[src/rtl/cbto_defs.vh]
// Constants for the bit, transfer and read-modify-write execution unit
`ifndef CBTO_DEFS_VH
`define CBTO_DEFS_VH

// Operation codes on the issue port
`define CBTO_OP_PMST 4'h0
`define CBTO_OP_IN 4'h1
`define CBTO_OP_OUT 4'h2
`define CBTO_OP_PUSH 4'h3
`define CBTO_OP_POP 4'h4
`define CBTO_OP_LOAD_OR 4'h5
`define CBTO_OP_LOAD_MASK 4'h6
`define CBTO_OP_LOAD_XOR 4'h7
`define CBTO_OP_ROT_UP 4'h8
`define CBTO_OP_ROT_DN 4'h9
`define CBTO_OP_IO_ONE 4'hA
`define CBTO_OP_IO_ZERO 4'hB
`define CBTO_OP_T_STORE 4'hC
`define CBTO_OP_T_LOAD 4'hD
`define CBTO_OP_FSET 4'hE
`define CBTO_OP_FCLR 4'hF

// Flag positions in the processor flag register
`define CBTO_F_C 0
`define CBTO_F_Z 1
`define CBTO_F_N 2
`define CBTO_F_V 3
`define CBTO_F_S 4
`define CBTO_F_H 5
`define CBTO_F_T 6
`define CBTO_F_I 7

// Register byte addresses on the bus
`define CBTO_ADR_FLAGS 8'h00
`define CBTO_ADR_ZPTR 8'h04
`define CBTO_ADR_SP 8'h08
`define CBTO_ADR_CTRL 8'h0C
`define CBTO_ADR_STAT 8'h10

// Control register fields
`define CBTO_CTRL_EXTWAIT 0
`define CBTO_CTRL_SRAMX 1

// Reset values
`define CBTO_FLAGS_RST 8'h00
`define CBTO_ZPTR_RST 24'h000000
`define CBTO_SP_RST 16'h0FFF
`define CBTO_CTRL_RST 2'h0

// Pointer steps
`define CBTO_Z_STEP 24'h000002
`define CBTO_SP_STEP 16'h0001

`endif

[src/rtl/cbto_exec.v]
// Execution unit for bit, flag, transfer and read-modify-write operations
//
// Decided for this implementation: the register offsets and the Wishbone register port.
`include "cbto_defs.vh"

module cbto_exec
(
  input wire clk_i,
  input wire rst_i,
  // Wishbone slave
  input wire wb_cyc_i,
  input wire wb_stb_i,
  input wire wb_we_i,
  input wire [7:0] wb_adr_i,
  input wire [3:0] wb_sel_i,
  input wire [31:0] wb_dat_i,
  output reg [31:0] wb_dat_o,
  output reg wb_ack_o,
  // Issue port
  input wire op_valid_i,
  input wire [3:0] op_code_i,
  input wire [7:0] op_reg_i,
  input wire [15:0] op_r1r0_i,
  input wire [2:0] op_bit_i,
  input wire [5:0] op_io_addr_i,
  output wire op_ready_o,
  output reg op_done_o,
  output reg res_valid_o,
  output reg [7:0] res_data_o,
  // Data memory
  output reg [15:0] dm_addr_o,
  output reg [7:0] dm_wdata_o,
  output reg dm_we_o,
  output reg dm_re_o,
  input wire [7:0] dm_rdata_i,
  input wire dm_ack_i,
  // I/O register space
  output reg [5:0] io_addr_o,
  output reg [7:0] io_wdata_o,
  output reg [7:0] io_wmask_o,
  output reg io_we_o,
  output reg io_re_o,
  input wire [7:0] io_rdata_i,
  // Program memory store
  output reg [23:0] pm_addr_o,
  output reg [15:0] pm_data_o,
  output reg pm_req_o,
  input wire pm_done_i,
  // Flag register view
  output wire [7:0] flags_o
);

  localparam [2:0] S_IDLE = 3'd0;
  localparam [2:0] S_EXEC = 3'd1;
  localparam [2:0] S_MEMWR = 3'd2;
  localparam [2:0] S_SPINC = 3'd3;
  localparam [2:0] S_RDX = 3'd4;
  localparam [2:0] S_RD = 3'd5;
  localparam [2:0] S_PM = 3'd6;

  reg [2:0] state_reg;
  reg [3:0] op_reg;
  reg [7:0] opnd_reg;
  reg [2:0] bit_reg;
  reg [7:0] flags_reg;
  reg [23:0] zptr_reg;
  reg [15:0] sp_reg;
  reg [1:0] ctrl_reg;
  reg [7:0] rot_next;
  reg [7:0] rmw_next;
  reg [7:0] bitmask;
  wire mem_ready;
  wire bus_wr;
  wire bus_req;

  assign op_ready_o = (state_reg == S_IDLE);
  assign flags_o = flags_reg;
  assign bus_req = wb_cyc_i & wb_stb_i & ~wb_ack_o;
  assign bus_wr = bus_req & wb_we_i;
  // Internal memory completes at once, external waits for acknowledge
  assign mem_ready = ~ctrl_reg[`CBTO_CTRL_EXTWAIT] | dm_ack_i;

  // Rotate result and one-hot bit mask
  // Carry comes from the flag register as it stands in the execute cycle, one cycle after the op was taken
  always @*
  begin
    bitmask = 8'h01 << bit_reg;
    if (op_reg == `CBTO_OP_ROT_UP)
      rot_next = {opnd_reg[6:0], flags_reg[`CBTO_F_C]};
    else
      rot_next = {flags_reg[`CBTO_F_C], opnd_reg[7:1]};
  end

  // Write-back value for read-modify-write, from old register and old byte
  // Built from the read data while the read strobe stands, so the write
  // data is final in the very first write cycle; a memory that takes the
  // write at once never sees a stale byte
  always @*
  begin
    case (op_reg)
      `CBTO_OP_LOAD_OR: rmw_next = opnd_reg | dm_rdata_i;
      `CBTO_OP_LOAD_MASK: rmw_next = ~opnd_reg & dm_rdata_i;
      default: rmw_next = opnd_reg ^ dm_rdata_i;
    endcase
  end

  // Bus acknowledge one cycle after the request, dropped the cycle after
  always @(posedge clk_i)
  begin
    if (rst_i)
    begin
      wb_ack_o <= 1'b0;
      wb_dat_o <= 32'h00000000;
    end
    else
    begin
      wb_ack_o <= bus_req;
      case (wb_adr_i)
        `CBTO_ADR_FLAGS: wb_dat_o <= {24'h000000, flags_reg};
        `CBTO_ADR_ZPTR: wb_dat_o <= {8'h00, zptr_reg};
        `CBTO_ADR_SP: wb_dat_o <= {16'h0000, sp_reg};
        `CBTO_ADR_CTRL: wb_dat_o <= {30'h00000000, ctrl_reg};
        `CBTO_ADR_STAT: wb_dat_o <= {24'h000000, op_reg, 1'b0, state_reg};
        default: wb_dat_o <= 32'h00000000;
      endcase
    end
  end

  // Sequencer, datapath and software-visible state
  always @(posedge clk_i)
  begin
    if (rst_i)
    begin
      state_reg <= S_IDLE;
      op_reg <= 4'h0;
      opnd_reg <= 8'h00;
      bit_reg <= 3'h0;
      flags_reg <= `CBTO_FLAGS_RST;
      zptr_reg <= `CBTO_ZPTR_RST;
      sp_reg <= `CBTO_SP_RST;
      ctrl_reg <= `CBTO_CTRL_RST;
      op_done_o <= 1'b0;
      res_valid_o <= 1'b0;
      res_data_o <= 8'h00;
      dm_addr_o <= 16'h0000;
      dm_wdata_o <= 8'h00;
      dm_we_o <= 1'b0;
      dm_re_o <= 1'b0;
      io_addr_o <= 6'h00;
      io_wdata_o <= 8'h00;
      io_wmask_o <= 8'h00;
      io_we_o <= 1'b0;
      io_re_o <= 1'b0;
      pm_addr_o <= 24'h000000;
      pm_data_o <= 16'h0000;
      pm_req_o <= 1'b0;
    end
    else
    begin
      op_done_o <= 1'b0;
      res_valid_o <= 1'b0;
      // Software writes; an instruction update below in the same cycle wins
      if (bus_wr)
      begin
        if (wb_adr_i == `CBTO_ADR_FLAGS && wb_sel_i[0])
          flags_reg <= wb_dat_i[7:0];
        if (wb_adr_i == `CBTO_ADR_ZPTR)
        begin
          if (wb_sel_i[0])
            zptr_reg[7:0] <= wb_dat_i[7:0];
          if (wb_sel_i[1])
            zptr_reg[15:8] <= wb_dat_i[15:8];
          if (wb_sel_i[2])
            zptr_reg[23:16] <= wb_dat_i[23:16];
        end
        if (wb_adr_i == `CBTO_ADR_SP)
        begin
          if (wb_sel_i[0])
            sp_reg[7:0] <= wb_dat_i[7:0];
          if (wb_sel_i[1])
            sp_reg[15:8] <= wb_dat_i[15:8];
        end
        if (wb_adr_i == `CBTO_ADR_CTRL && wb_sel_i[0])
          ctrl_reg <= wb_dat_i[1:0];
      end
      case (state_reg)
        S_IDLE:
        begin
          if (op_valid_i)
          begin
            op_reg <= op_code_i;
            opnd_reg <= op_reg_i;
            bit_reg <= op_bit_i;
            state_reg <= S_EXEC;
            case (op_code_i)
              `CBTO_OP_PMST:
              begin
                pm_req_o <= 1'b1;
                pm_addr_o <= zptr_reg;
                pm_data_o <= op_r1r0_i;
                state_reg <= S_PM;
              end
              `CBTO_OP_IN:
              begin
                io_re_o <= 1'b1;
                io_addr_o <= op_io_addr_i;
              end
              `CBTO_OP_OUT:
              begin
                io_we_o <= 1'b1;
                io_addr_o <= op_io_addr_i;
                io_wdata_o <= op_reg_i;
                io_wmask_o <= 8'hFF;
              end
              `CBTO_OP_IO_ONE, `CBTO_OP_IO_ZERO:
              begin
                io_we_o <= 1'b1;
                io_addr_o <= op_io_addr_i;
                // Only the masked bit is written, others keep their value
                // No read is needed, so the whole op fits in one cycle
                io_wmask_o <= 8'h01 << op_bit_i;
                io_wdata_o <= (op_code_i == `CBTO_OP_IO_ONE) ? 8'hFF : 8'h00;
              end
              `CBTO_OP_PUSH:
              begin
                dm_we_o <= 1'b1;
                dm_addr_o <= sp_reg;
                dm_wdata_o <= op_reg_i;
                sp_reg <= sp_reg - `CBTO_SP_STEP;
                state_reg <= S_MEMWR;
              end
              `CBTO_OP_POP:
              begin
                sp_reg <= sp_reg + `CBTO_SP_STEP;
                state_reg <= S_SPINC;
              end
              `CBTO_OP_LOAD_OR, `CBTO_OP_LOAD_MASK, `CBTO_OP_LOAD_XOR:
              begin
                // Read the old byte at Z first, the write follows
                dm_re_o <= 1'b1;
                dm_addr_o <= zptr_reg[15:0];
                state_reg <= ctrl_reg[`CBTO_CTRL_SRAMX] ? S_RDX : S_RD;
              end
              default: state_reg <= S_EXEC;
            endcase
          end
        end
        S_EXEC:
        begin
          io_re_o <= 1'b0;
          io_we_o <= 1'b0;
          op_done_o <= 1'b1;
          state_reg <= S_IDLE;
          case (op_reg)
            `CBTO_OP_IN:
            begin
              res_data_o <= io_rdata_i;
              res_valid_o <= 1'b1;
            end
            `CBTO_OP_ROT_UP:
            begin
              // Half carry takes the old bit 3, as for a shift by one
              res_data_o <= rot_next;
              res_valid_o <= 1'b1;
              flags_reg[`CBTO_F_C] <= opnd_reg[7];
              flags_reg[`CBTO_F_Z] <= (rot_next == 8'h00);
              flags_reg[`CBTO_F_N] <= rot_next[7];
              flags_reg[`CBTO_F_V] <= rot_next[7] ^ opnd_reg[7];
              flags_reg[`CBTO_F_H] <= opnd_reg[3];
            end
            `CBTO_OP_ROT_DN:
            begin
              res_data_o <= rot_next;
              res_valid_o <= 1'b1;
              flags_reg[`CBTO_F_C] <= opnd_reg[0];
              flags_reg[`CBTO_F_Z] <= (rot_next == 8'h00);
              flags_reg[`CBTO_F_N] <= rot_next[7];
              flags_reg[`CBTO_F_V] <= rot_next[7] ^ opnd_reg[0];
            end
            `CBTO_OP_T_STORE: flags_reg[`CBTO_F_T] <= |(opnd_reg & bitmask);
            `CBTO_OP_T_LOAD:
            begin
              // Copy T into the selected bit, flags stay as they are
              res_data_o <= flags_reg[`CBTO_F_T] ? (opnd_reg | bitmask)
                : (opnd_reg & ~bitmask);
              res_valid_o <= 1'b1;
            end
            // Any single flag by index, so V, H and S each stand alone
            `CBTO_OP_FSET: flags_reg <= flags_reg | bitmask;
            `CBTO_OP_FCLR: flags_reg <= flags_reg & ~bitmask;
            default: res_valid_o <= 1'b0;
          endcase
        end
        S_SPINC:
        begin
          // Stack read at the incremented pointer
          dm_re_o <= 1'b1;
          dm_addr_o <= sp_reg;
          state_reg <= ctrl_reg[`CBTO_CTRL_SRAMX] ? S_RDX : S_RD;
        end
        S_RDX: state_reg <= S_RD;
        S_RD:
        begin
          if (mem_ready)
          begin
            dm_re_o <= 1'b0;
            res_data_o <= dm_rdata_i;
            res_valid_o <= 1'b1;
            if (op_reg == `CBTO_OP_POP)
            begin
              op_done_o <= 1'b1;
              state_reg <= S_IDLE;
            end
            else
            begin
              // Write data set together with the strobe, never after it
              // Address stays at Z from the read
              dm_we_o <= 1'b1;
              dm_wdata_o <= rmw_next;
              state_reg <= S_MEMWR;
            end
          end
        end
        S_MEMWR:
        begin
          // Write data is already final; hold it until the memory answers
          // An external memory may take several cycles, the strobe stays up
          if (mem_ready)
          begin
            dm_we_o <= 1'b0;
            op_done_o <= 1'b1;
            state_reg <= S_IDLE;
          end
        end
        S_PM:
        begin
          // Wait for the nonvolatile controller, no fixed count
          // Z only moves once the word is known to be stored
          if (pm_done_i)
          begin
            pm_req_o <= 1'b0;
            zptr_reg <= zptr_reg + `CBTO_Z_STEP;
            op_done_o <= 1'b1;
            state_reg <= S_IDLE;
          end
        end
        default: state_reg <= S_IDLE;
      endcase
    end
  end

endmodule

[config.mk]
export PLATFORM = sky130hd
export DESIGN_NAME = cbto_exec
export DESIGN_NICKNAME = d
export VERILOG_FILES = /design/src/rtl/cbto_exec.v
export VERILOG_INCLUDE_DIRS = /design/src /design/src/rtl
export SDC_FILE = /design/constraint.sdc
export NUM_CORES = 1
export LEC_CHECK = 0
export ABC_AREA = 1
export CORE_ASPECT_RATIO = 1.25
export CORE_MARGIN = 3
export CORE_UTILIZATION = 25
export CTS_BUF_LIST = sky130_fd_sc_hd__clkbuf_2
export DETAILED_ROUTE_END_ITERATION = 10
export DONT_BUFFER_PORTS = 1
export HOLD_SLACK_MARGIN = 0.15
export PLACE_DENSITY = 0.42
export SLEW_MARGIN = 20
export SYNTH_ARGS = -nofsm -noshare
export SYNTH_HDL_FRONTEND = slang
export SYNTH_SLANG_ARGS = --single-unit
[constraint.sdc]
create_clock -name clk_i -period 2.17 [get_ports clk_i]
set_clock_uncertainty 0.05 [all_clocks]
set_input_delay 0.3255 -clock clk_i [delete_from_list [all_inputs] [get_ports clk_i]]
set_output_delay 0.3255 -clock clk_i [all_outputs]
set_load 0.05 [all_outputs]
==> out/summary.log <==
qor: outcome.status finished, final reports clean
qor: logic_synthesis.synth_largest_area_cell dfxtp_1
qor: timing.max_clock_freq 469.7 MHz
qor: grt.global_route.usage.total 18.29%
qor: placement.place_worst_setup_slack -44.63 ps
qor: logic_synthesis.netlist_top_cells_count nand2_1 (333), o21ai_0 (214), dfxtp_1 (194), nor2_1 (191), inv_1 (179)
qor: logic_synthesis.synth_cells 1,609
qor: clock_tree.numCtsBuffers 17
qor: timing.maxSlewViolCount 0
qor: timing.unrepaired_setup_endpoints_after_global_routing true
qor: floorplanning.chipWidth 190.6 µm
qor: timing.worst_path_setup_slack_after_routing 41.14 ps
qor: floorplanning.pin_count 248
qor: logic_synthesis.synth-seq-cells 194
qor: hold_path.worstHoldPathType input port to flop
qor: worst_setup_path.setup.worst_path.class input port to flop
qor: placement.gp_congestion 0.8375
qor: grt.grt_pass1_vias 11,273
qor: clock_tree.clkTransAtPathRegs 330 ps
qor: final_layout.drive_above_1_share 11.34%
qor: grt.grt_first_pass_wirelength 64,280 µm
qor: clock_tree.ctsHtreeMaxLevel 4
qor: power_and_ir_drop.peakVddDrop 0.0004094 V
qor: clock_tree.clock_tree.buffer_depth 2
qor: flow_run.maximum_capacitance_violations 0
qor: grt.grt_start_max_net_pins 86
qor: logic_synthesis.synth-seq-area-share 36.46%
qor: logic_synthesis.synth_top_cells_by_area dfxtp_1 (36%), nand2_1 (12%), o21ai_0 (10%)
qor: floorplanning.initial_core_util 25.64%
qor: timing.final.period_utilization 98.10%
qor: floorplanning.floorplan.rows 83
qor: clock_tree.tritoncts yes
qor: timing.count_of_final_hold_check_violations 0
qor: clock_tree.clockRootBuffer clkbuf_2
qor: final_layout.area.growth.synth_to_final 32.60%
qor: timing.timing.hold.ws 315.3 ps
qor: final_layout.finish.instance_area 0.01412 mm²
qor: logic_synthesis.synth_async_sr_flop_share 0%
qor: worst_setup_path.critical_path_required_time 2980 ps
qor: clock_tree.cts_num_sinks 194
qor: logic_synthesis.synthDominantCellAreaShare 36.46%
qor: worst_setup_path.crit_fanout 4
qor: timing.tightest_slew 597.8 ps
qor: final_layout.post_layout_util 34.00%
qor: floorplanning.die-height 236.8 µm
qor: placement.standard_cell_area_after_detailed_placement 0.01147 mm²
qor: drt.route.antenna.remaining_nets 0
qor: drt.drtIter0Drc 658
qor: timing.period_minus_slack 2129 ps
qor: floorplanning.core 0.04154 mm²
qor: clock_tree.clock_latency 910 ps
qor: power_and_ir_drop.leakagePower 0.006070 µW
qor: drt.via_per_inst 4.747
qor: final_layout.layout.nets 1,978
qor: logic_synthesis.syn_avg_cell_area 6.620 µm²
qor: logic_synthesis.synthFlopType dfxtp_1
qor: placement.hpwl 30,750 µm
qor: logic_synthesis.synth_cell_types 45
qor: grt.number_of_antenna_violations_at_the_first_check_in_global_routing 2
qor: worst_setup_path.critPathCaptureType flop
qor: logic_synthesis.netlist_area 0.01065 mm²
qor: logic_synthesis.synth_edf_count 0
qor: drt.drt_drc_violations_left 0
qor: placement.port_buffers 0
qor: logic_synthesis.synth.most_common_cell nand2_1
qor: grt.globalRoute.totalOverflow 0
qor: drt.detailedRoute.firstPassIterationCount 5
qor: worst_setup_path.critical_path_source_type input port
qor: floorplanning.floorplan.die_area 0.04513 mm²
qor: drt.wire_per_inst 17.58 µm
qor: timing.timing.max_slew.rel_slack 60.14%
qor: timing.setup_viol_count_final 0
qor: logic_synthesis.synth.yosys.warnings 0
qor: drt.routed-via-count 11,421
qor: power_and_ir_drop.power_density 690.1 mW/mm²
qor: drt.drt-total-wl 42,300 µm
qor: worst_setup_path.cp_data_arrival_time 2940 ps
## power by group
part / internal, µW / switching (µW)
Clock: 405 / 1590
Sequential: 3930 / 1140
Combinational: 1050 / 1640
## metal layers
layer  GRT usage [%]  wire [µm]  vias to the layer above
met2           32.26      21100                      308
met5               0          0                        -
met3           3.613       2114                       73
li1                -          -                     5747
met4           7.964       1670                        0
met1           21.40      17420                     5293
## kinds of logic after synthesis
group                      share of synthesized area (%)
AOI/OAI and AO/OA                                  21.59
xor gates and xnor gates                          0.4112
adders and majority gates                          4.064
buffers and inverters                              10.31
DFF                                                36.46
other                                            0.03521
and+or+nand+nor                                    27.12
## worst paths after layout
kind	to	cells past startpoint	slack, ps	startpoint
max	ctrl_reg[1]	9	40	wb_adr_i[6]
min	flags_o[7]	5	320	wb_dat_i[7]
max reg2reg	dm_re_o	8	130	state_reg[1]
min reg2reg	ctrl_reg[0]	2	460	ctrl_reg[0]
## cells in the final DEF, fill, tap and decap left out, types with 15 or more instances in the layout
| master | Yosys | layout |
|---|---|---|
| clkbuf_2 | 1 | 18 |
| o211ai_1 | 18 | 18 |
| buf_4 | 19 | 59 |
| nand2_1 | 333 | 331 |
| nor3_1 | 22 | 22 |
| nor2_1 | 191 | 184 |
| ha_1 | 33 | 29 |
| o22ai_1 | 15 | 15 |
| inv_1 | 179 | 174 |
| o21ai_0 | 214 | 214 |
| dfxtp_1 | 194 | 152 |
| a31oi_1 | 22 | 22 |
| dlygate4sd3_1 | 0 | 202 |
| a21oi_1 | 146 | 146 |
| dfxtp_2 | 0 | 39 |
| nand3_1 | 86 | 86 |
## critical path, cell delays in order
cell and delay [ps]:
dlygate4sd3_1 550, nor2_1 100, dlygate4sd3_1 560, nand2_1 130
nor2_2 310, nand2_1 170, o21ai_0 190, dlygate4sd3_1 580
nor2_1 40
## through the flow
step,total power [µW],cells,TNS (ps)
floorplan,6625,1616,0
global placement,7290,2154,-55.25
detailed placement,7308,2154,-72.16
CTS,9818,2397,-525.1
global route,10370,2405,-64.88
finish,9747,2406,0
## timing repair
item | 4_1_cts | 5_1_grt
endpoints found under the hold margin | 194 | 0
setup buffers | 5 | 7
gates cloned | 0 | 2
pin swaps | 2 | 5
resized for setup | 47 | 28
hold buffers | 206 | 0
endpoints found under the setup margin | 38 | 75
## area by class of cell
| type | count | area, µm² |
|---|---|---|
| multi-input combinational | 1162 | 5824 |
| timing repair buffer | 273 | 2684 |
| sequential | 194 | 3944 |
| clock buffer | 18 | 90.09 |
| tap | 552 | 690.7 |
| fill | 4563 | 27420 |
| clock inverter | 14 | 160.2 |
| antenna | 2 | 5.005 |
| inverter | 191 | 725.7 |
(Power assumes the default switching activity.)
